<file path="src/regbuf_pkg.sv">
// shared constants for the configurable registered buffer
package regbuf_pkg;

	// ********************************************************************
	// widths and pin configurations
	// ********************************************************************
	localparam int unsigned DATA_W = 25;
	localparam int unsigned PAIR_W = 14;

	typedef enum logic [1:0] {
		MODE_ONE_TO_ONE = 2'b00,
		MODE_LAYOUT_A   = 2'b01,
		MODE_LAYOUT_B   = 2'b11
	} mode_type;

	// active data bits per configuration, bit n of the vector is input n
	localparam logic [DATA_W:1] MASK_ONE_TO_ONE = 25'h1ffffb6;
	localparam logic [DATA_W:1] MASK_LAYOUT_A   = 25'h0003fb6;
	localparam logic [DATA_W:1] MASK_LAYOUT_B   = 25'h0001bbf;

	// ********************************************************************
	// reset values
	// ********************************************************************
	localparam logic [DATA_W:1] DATA_RST  = 25'h0000000;
	localparam logic [PAIR_W:1] PAIR_RST  = 14'h0000;
	localparam logic            CTRL_RST  = 1'b0;
	localparam logic [1:0]      STRAP_RST = 2'h0;

endpackage

</file>
<file path="src/hold_reg.sv">
// register bank that loads only when enabled, cleared by asynchronous reset
`timescale 1ns/1ns
`default_nettype none
module hold_reg #(
	parameter int unsigned WIDTH = 25
) (
	input  wire logic             clk_sys,
	input  wire logic             rst_n,
	input  wire logic             load,
	input  wire logic [WIDTH-1:0] d,
	output var  logic [WIDTH-1:0] q
);

	always_ff @(posedge clk_sys or negedge rst_n) begin
		if (!rst_n) begin
			q <= '0;
		end else if (load) begin
			q <= d;
		end
	end

endmodule
`default_nettype wire

</file>
<file path="src/regbuf_top.sv">
// configurable registered buffer: 25-bit one-to-one or 14-bit one-to-two
//
// Functional notes
// - capture active inputs on each clock crossing
// - async low reset clears every register
// - both selects high freezes ordinary data outputs
// - only ordinary data outputs obey select hold
// - select, termination, clock-enable outputs always update
// - both config low: 25-bit one-to-one mapping
// - layout A: 2,3,5,6,8-14 drive A and B
// - layout B: 1-6,8-10,12,13 drive A and B
// - layout A: every register has A and B copies
// - layout B: termination, clock-enable at bits 11,14; here they drive term_ctrl_out_a/b and clk_en_out_a/b
// - reset overrides selects, forces all outputs low
// - no clock crossing: outputs keep state
// - either select low: data outputs follow inputs
`timescale 1ns/1ns
`default_nettype none
module regbuf_top (
	input  wire logic                          clk_sys,
	input  wire logic                          rst_n,
	input  wire logic                          layout_select,
	input  wire logic                          width_select,
	input  wire logic                          impedance_sel_high,
	input  wire logic                          impedance_sel_low,
	input  wire logic                          primary_select_n,
	input  wire logic                          secondary_select_n,
	input  wire logic                          term_ctrl_in,
	input  wire logic                          clk_en_in,
	input  wire logic [regbuf_pkg::DATA_W:1]   data_in_bits,
	output var  logic [regbuf_pkg::DATA_W:1]   data_out_bits,
	output var  logic [regbuf_pkg::PAIR_W:1]   data_out_bits_b,
	output var  logic                          registered_select_out,
	output var  logic                          registered_select_out_a,
	output var  logic                          registered_select_out_b,
	output var  logic                          term_ctrl_out,
	output var  logic                          term_ctrl_out_a,
	output var  logic                          term_ctrl_out_b,
	output var  logic                          clk_en_out,
	output var  logic                          clk_en_out_a,
	output var  logic                          clk_en_out_b
);

	// ********************************************************************
	// configuration straps
	// ********************************************************************
	// straps are asynchronous pins, so two flops before use; they are
	// expected static, changing only while reset is low
	logic [1:0]                 strap_meta_r;
	logic [1:0]                 strap_r;
	regbuf_pkg::mode_type       mode;

	always_ff @(posedge clk_sys or negedge rst_n) begin
		if (!rst_n) begin
			strap_meta_r <= regbuf_pkg::STRAP_RST;
			strap_r      <= regbuf_pkg::STRAP_RST;
		end else begin
			strap_meta_r <= {layout_select, width_select};
			strap_r      <= strap_meta_r;
		end
	end

	// layout high with width low is undefined and falls back to 1:1, so a
	// mis-strapped board still gets a sane pinout
	function automatic regbuf_pkg::mode_type decode_mode(
		input logic [1:0] straps
	);
		regbuf_pkg::mode_type r;
		if (!straps[0]) begin
			r = regbuf_pkg::MODE_ONE_TO_ONE;
		end else if (straps[1]) begin
			r = regbuf_pkg::MODE_LAYOUT_B;
		end else begin
			r = regbuf_pkg::MODE_LAYOUT_A;
		end
		return r;
	endfunction

	// for two edges after reset the synced straps still read 00, so the
	// controller must hold its first command back until the third edge
	assign mode = decode_mode(strap_r);

	// ********************************************************************
	// decoding
	// ********************************************************************
	function automatic logic [regbuf_pkg::DATA_W:1] active_mask(
		input regbuf_pkg::mode_type m
	);
		logic [regbuf_pkg::DATA_W:1] r;
		r = regbuf_pkg::MASK_ONE_TO_ONE;
		unique case (m)
			regbuf_pkg::MODE_ONE_TO_ONE: r = regbuf_pkg::MASK_ONE_TO_ONE;
			regbuf_pkg::MODE_LAYOUT_A:   r = regbuf_pkg::MASK_LAYOUT_A;
			regbuf_pkg::MODE_LAYOUT_B:   r = regbuf_pkg::MASK_LAYOUT_B;
			default:                     r = regbuf_pkg::MASK_ONE_TO_ONE;
		endcase
		return r;
	endfunction

	// impedance selects are reserved and deliberately unread
	wire                              pair_mode;
	wire                              data_load;
	wire [regbuf_pkg::DATA_W:1]       data_masked;
	wire [regbuf_pkg::PAIR_W:1]       pair_next;
	wire [regbuf_pkg::DATA_W:1]       single_q;
	wire [regbuf_pkg::PAIR_W:1]       pair_q;

	assign pair_mode   = (mode != regbuf_pkg::MODE_ONE_TO_ONE);
	// hold only when both selects sampled high
	assign data_load   = !(primary_select_n && secondary_select_n);
	assign data_masked = data_in_bits & active_mask(mode);
	assign pair_next   = pair_mode ? data_masked[regbuf_pkg::PAIR_W:1]
		: regbuf_pkg::PAIR_RST;

	// ********************************************************************
	// gated data registers
	// ********************************************************************
	// the A copy of a pair shares the single-output register, the B copy
	// has its own flops so both copies come straight from registers
	hold_reg #(
		.WIDTH(regbuf_pkg::DATA_W)
	) u_single (
		.clk_sys (clk_sys),
		.rst_n   (rst_n),
		.load    (data_load),
		.d       (data_masked),
		.q       (single_q)
	);

	hold_reg #(
		.WIDTH(regbuf_pkg::PAIR_W)
	) u_pair_b (
		.clk_sys (clk_sys),
		.rst_n   (rst_n),
		.load    (data_load),
		.d       (pair_next),
		.q       (pair_q)
	);

	assign data_out_bits   = single_q;
	assign data_out_bits_b = pair_q;

	// ********************************************************************
	// ungated control registers
	// ********************************************************************
	// select, termination and clock enable ignore the hold; in 1:1 only the
	// plain outputs carry them, in 1:2 only the A and B copies
	logic sel_nxt;
	logic sel_pair_nxt;
	logic term_nxt;
	logic term_pair_nxt;
	logic cke_nxt;
	logic cke_pair_nxt;

	// in 1:1 only the plain control output carries the captured level
	function automatic logic plain_route(
		input logic pair,
		input logic v
	);
		logic r;
		r = pair ? regbuf_pkg::CTRL_RST : v;
		return r;
	endfunction

	// in 1:2 only the A and B copies carry it; the plain output idles low
	function automatic logic pair_route(
		input logic pair,
		input logic v
	);
		logic r;
		r = pair ? v : regbuf_pkg::CTRL_RST;
		return r;
	endfunction

	assign sel_nxt       = plain_route(pair_mode, primary_select_n);
	assign sel_pair_nxt  = pair_route(pair_mode, primary_select_n);
	assign term_nxt      = plain_route(pair_mode, term_ctrl_in);
	// in layout B these still drive the separate A and B copies; bits 11 and 14 of the pair stay low
	assign term_pair_nxt = pair_route(pair_mode, term_ctrl_in);
	assign cke_nxt       = plain_route(pair_mode, clk_en_in);
	assign cke_pair_nxt  = pair_route(pair_mode, clk_en_in);

	// select copies
	always_ff @(posedge clk_sys or negedge rst_n) begin
		if (!rst_n) begin
			registered_select_out   <= regbuf_pkg::CTRL_RST;
			registered_select_out_a <= regbuf_pkg::CTRL_RST;
			registered_select_out_b <= regbuf_pkg::CTRL_RST;
		end else begin
			registered_select_out   <= sel_nxt;
			registered_select_out_a <= sel_pair_nxt;
			registered_select_out_b <= sel_pair_nxt;
		end
	end

	// termination copies
	always_ff @(posedge clk_sys or negedge rst_n) begin
		if (!rst_n) begin
			term_ctrl_out           <= regbuf_pkg::CTRL_RST;
			term_ctrl_out_a         <= regbuf_pkg::CTRL_RST;
			term_ctrl_out_b         <= regbuf_pkg::CTRL_RST;
		end else begin
			term_ctrl_out           <= term_nxt;
			term_ctrl_out_a         <= term_pair_nxt;
			term_ctrl_out_b         <= term_pair_nxt;
		end
	end

	// clock-enable copies
	always_ff @(posedge clk_sys or negedge rst_n) begin
		if (!rst_n) begin
			clk_en_out              <= regbuf_pkg::CTRL_RST;
			clk_en_out_a            <= regbuf_pkg::CTRL_RST;
			clk_en_out_b            <= regbuf_pkg::CTRL_RST;
		end else begin
			clk_en_out              <= cke_nxt;
			clk_en_out_a            <= cke_pair_nxt;
			clk_en_out_b            <= cke_pair_nxt;
		end
	end

endmodule
`default_nettype wire

</file>
<file path="config.mk">
export PLATFORM = sky130hd
export DESIGN_NAME = regbuf_top
export DESIGN_NICKNAME = d
export VERILOG_FILES = /design/src/regbuf_pkg.sv /design/src/hold_reg.sv /design/src/regbuf_top.sv
export SDC_FILE = /design/constraint.sdc
export NUM_CORES = 1
export LEC_CHECK = 0
export BUFFER_PORTS_ARGS = -buffer_cell sky130_fd_sc_hd__buf_4
export CAP_MARGIN = 20
export CORE_UTILIZATION = 48
export DETAILED_ROUTE_END_ITERATION = 10
export PLACE_DENSITY = 0.78
export SYNTH_ARGS = -nofsm -noshare
export SYNTH_HDL_FRONTEND = slang
export SYNTH_HIERARCHICAL = 1
export SYNTH_SLANG_ARGS = --single-unit
export TNS_END_PERCENT = 1
</file>
<file path="constraint.sdc">
create_clock -name clk_sys -period 1.5 [get_ports clk_sys]
set_input_delay 0.3 -clock clk_sys [delete_from_list [all_inputs] [get_ports clk_sys]]
set_output_delay 0.3 -clock clk_sys [all_outputs]
set_load 0.03 [all_outputs]
</file>
After elaboration in Yosys (flattened, before gate mapping) --
Cells that the tools add are included.
Cells by class: eq/ne operators 2, reductions and logical operators 2, muxes and demuxes 10, bitwise operators 1
Operators with widths (count):
- 25-bit case mux with 2 select lines | 1
- 25-bit bitwise AND | 1
- 14-bit 2-to-1 mux | 1
- 1-bit 2-to-1 mux | 6
- 2-bit 2-to-1 mux | 2
- 2-bit by 1-bit == test with 1-bit output, second input constant | 1
- 2-bit == test, second input constant | 1
- 2-bit nonzero test | 1
- 1-bit logical AND | 1
Word-level totals: output and inout bits 48, bits in registers 49, bits of input ports 35

Depth between registers and ports, before layout --
depth after elaboration 6, mapped depth 4, mapped depth without buffers 2

Modules after synthesis --
The synthesis kept the hierarchy.
Modules (own cells, without submodules):
- hold_reg at u_single | cells each 53, times used 1, sequential area each 625.6 um^2, area an instance 1033.5 um^2
- hold_reg at u_pair_b | cells each 29, times used 1, sequential area each 350.3 um^2, area an instance 519.2 um^2
- regbuf_top | cells each 52, times used 1, sequential area each 250.2 um^2, area an instance 519.2 um^2

Least setup slack after synthesis --
Ideal clock, no wire load.
path type input to register, start in secondary_select_n, end reg u_single.q[10], data required time 1375 ps, arrival 1073 ps, stages on the path 4, path buffers 2, slack 302 ps, cell sequence nand2_1 buf_6 buf_12 mux2_4
Between the ends: cells in the longest elaborated chain, start to end 1
RTL lines:
- start, declared | line regbuf_top.sv:27 | input wire logic secondary_select_n,
- 1-bit logical AND | line regbuf_top.sv:110 | assign data_load = !(primary_select_n && secondary_select_n);
- end signal, assigned | line hold_reg.sv:16 | q <= '0;
- end signal, assigned | line hold_reg.sv:18 | q <= d;
- end, declared | line hold_reg.sv:11 | output var logic [WIDTH-1:0] q
Every way passes these cells. A chain may end at the register's enable or synchronous reset.

Worst setup path after layout --
start reg strap_r[0], end reg u_pair_b.q[1]
Between the ends: cells in the longest elaborated chain, start to end 3
RTL lines:
- start, declared | line regbuf_top.sv:50 | logic [1:0] strap_r;
- start signal, assigned | line regbuf_top.sv:56 | strap_r <= regbuf_pkg::STRAP_RST;
- start signal, assigned | line regbuf_top.sv:59 | strap_r <= strap_meta_r;
- 2-bit 2-to-1 mux | line regbuf_top.sv:69 | if (!straps[0]) begin
- 2-bit nonzero test | line regbuf_top.sv:108 | assign pair_mode = (mode != regbuf_pkg::MODE_ONE_TO_ONE);
- 14-bit 2-to-1 mux | line regbuf_top.sv:112 | assign pair_next = pair_mode ? data_masked[regbuf_pkg::PAIR_W:1]
- via pair_next (one bit) | line regbuf_top.sv:104 | wire [regbuf_pkg::PAIR_W:1] pair_next;
- end signal, assigned | line hold_reg.sv:16
- end signal, assigned | line hold_reg.sv:18
- end, declared | line hold_reg.sv:11
The timed path passes the listed nets, and every way through them passes these cells.

==> metrics <==
Synth Area in XOR/XNOR=0; largest family of logic cells by synthesized area=multiplexers; Synth area leader=dfrtp_1; Hold Violations, Final=0; CTS tree=done; status=finished clean; Post-synth EDFFs=0; proportion of synthesized area in mux cells=0.248; Initial Util=0.507; Root Driver=clkbuf_8; RSZ-0062 raised after global routing=false; worst reg2reg setup slack=0.20 ns; CTS clk-pin slew, worst paths=0.08 ns; CTS max path bufs=2; CP arrival=1.48 ns; Register Area=1230 sq um; fillcell total=323; CTS Hold Bufs=0; Adder-Cell Fraction of Synth Area=0; non-filler cells, final=265; Post-synth ARST share=1.00; TritonCTS Buffers=5; WL per Instance=15.3 microns; via/cell ratio=4.83; placed insts=257; Final setup viols=0; Compound-Gate Fraction of Synth Area=0.00725; CP Class=reg2reg; largest net degree at the start of global routing=50; LEAKAGE=1.46 nW; drt drc=0; antenna violations before repair=0; multi-input logic area=749 sq um; period utilisation layout=0.864; Layout area overhead=32.5%; Max Cap Viol=0; layout cells sized above 1=0.591; Sinks on Clock Net=49; Ys Warns=6; syn avg cell area=15.5 sq um; DRT iter0 DRCs=70; VDD IR max=0.733 mV; met1 wire length=1700 microns; top cells by area, synth=dfrtp_1, mux2_4, mux2_2, nor2b_1, and2_1; # Post-CTS Setup Buffers=0; hold crit path type=in2async; Slew @ Worst Pin=0.600 ns; dpl cell area=2670 sq um; Post-Synth Simple-Gate Area=0.101; post-synthesis sequential area ratio=0.592; Crit Path Max Fanout=15; count of cell types in the netlist=16; drt first pass iters=4; Most used DFF post-synth=dfrtp_1; buffers added on ports=79; Layout Nets=249; pwr dens=1030 nW/um^2; max-slew violations=0; WL final=4050 microns; # resized after CTS=0; Die W=67.7 microns; DIE AREA=4580 sq um; routability-driven placement congestion ratio=0.724; row count=23; grt ovf=0; chip height=67.7 microns; All-Layer GR Usage=0.194; CTS H-tree depth=2; # IOs=83; most frequent cells after synthesis=dfrtp_1, mux2_4, mux2_2; met2 wire len=2080 microns; post-route cell area=2750 sq um; Antenna Cells=0; synthesized instance count=134; vias in the first global route=1323; post-synthesis register bit count=49; endpoint class of the critical path=flip-flop; Vias=1279; Layout Skew=0.00357 ns; Reg2Reg Depth=3; Worst-Skew Late Latency=0.29 ns; metal3 WL=207 microns; core area=4090 sq um; Post-Syn Area=2070 sq um; startpoint types=flip-flop; Req. time, crit path=1.68 ns; final period demand of the worst path=1.30 ns; final setup TNS=0 ns; DRT antenna net count=0; DR top layer=met4; first-pass GRT wire length=6400 microns; Slew Limit Headroom=0.600; most instantiated library cell after synthesis=dfrtp_1; Synth top area share=0.592; Min Hold Slack=0.0114 ns; placed wire-length estimate=2850 microns; maximum clock frequency=772 MHz
==> per-layer routing <==
layer,global-route usage,vias up
met1,0.248,628
met3,0.0422,8
li1,-,600
met2,0.316,43
met4,0.0798,0
met5,0,-
==> stage by stage <==
step,utilization,worst slack (ns),power [mW]
finish,0.672,0.205,2.83
global route,0.672,0.114,2.96
CTS,0.672,0.206,2.86
detailed placement,0.652,0.209,2.13
global placement,0.652,0.256,2.11
floorplan,-,0.302,1.87
==> sequential cells by signal, summed over array words and instances (netlist names) <==
signal,flops
clk_en_out,1
clk_en_out_a,1
registered_select_out,1
registered_select_out_b,1
strap_meta_r,2
strap_r,2
term_ctrl_out,1
term_ctrl_out_b,1
u_pair_b/q,14
u_single/q,25
==> critical path, stage by stage, from the launching register on <==
cell     delay, ns
dfrtp_1       0.52
buf_4         0.26
and2_1        0.15
mux2_2        0.26
==> report_power, final <==
part / internal [mW] / total, mW / switching (mW)
clock: 0.332 / 0.727 / 0.395
combinational: 0.297 / 0.632 / 0.335
sequential: 1.41 / 1.47 / 0.0571
total: 2.04 / 2.83 / 0.787
==> placed cells by master (no fill, tap or decap), drive strengths merged <==
| cell type | synthesis | final |
|---|---|---|
| a21boi | 2 | 2 |
| and2 | 12 | 12 |
| and3 | 4 | 4 |
| nand2 | 1 | 1 |
| mux2 | 39 | 39 |
| and2b | 1 | 1 |
| clkbuf | 1 | 8 |
| dfrtp | 49 | 49 |
| nor2b | 13 | 13 |
| conb | 1 | 2 |
| and3b | 2 | 2 |
| buf | 9 | 82 |
==> cell families after synthesis <==
logic type             Yosys count
AO/OA/AOI/OAI                    2
buffers and inverters           10
flip-flops                      49
multiplexers                    39
other                            1
AND/OR/NAND/NOR                 33
==> worst paths after layout <==
check | startpoint | end
setup / recovery | strap_r[0]$_DFF_PN0_ | u_pair_b/q[1]$_DFFE_PN0P_
hold / removal | rst_n | u_pair_b/q[3]$_DFFE_PN0P_
setup reg to reg | strap_r[0]$_DFF_PN0_ | u_pair_b/q[1]$_DFFE_PN0P_
hold reg to reg | strap_meta_r[0]$_DFF_PN0_ | strap_r[0]$_DFF_PN0_
max in group asynchronous | rst_n | u_single/q[21]$_DFFE_PN0P_
min in group clk_sys | width_select | strap_meta_r[0]$_DFF_PN0_
==> final cells by class <==
class,count,area share
clock buffers,8,0.0292
well taps,50,0.0228
multi-input cells,76,0.273
repair buffers,82,0.229
flip-flops and latches,49,0.446
Power figures use the tool's default switching activity.
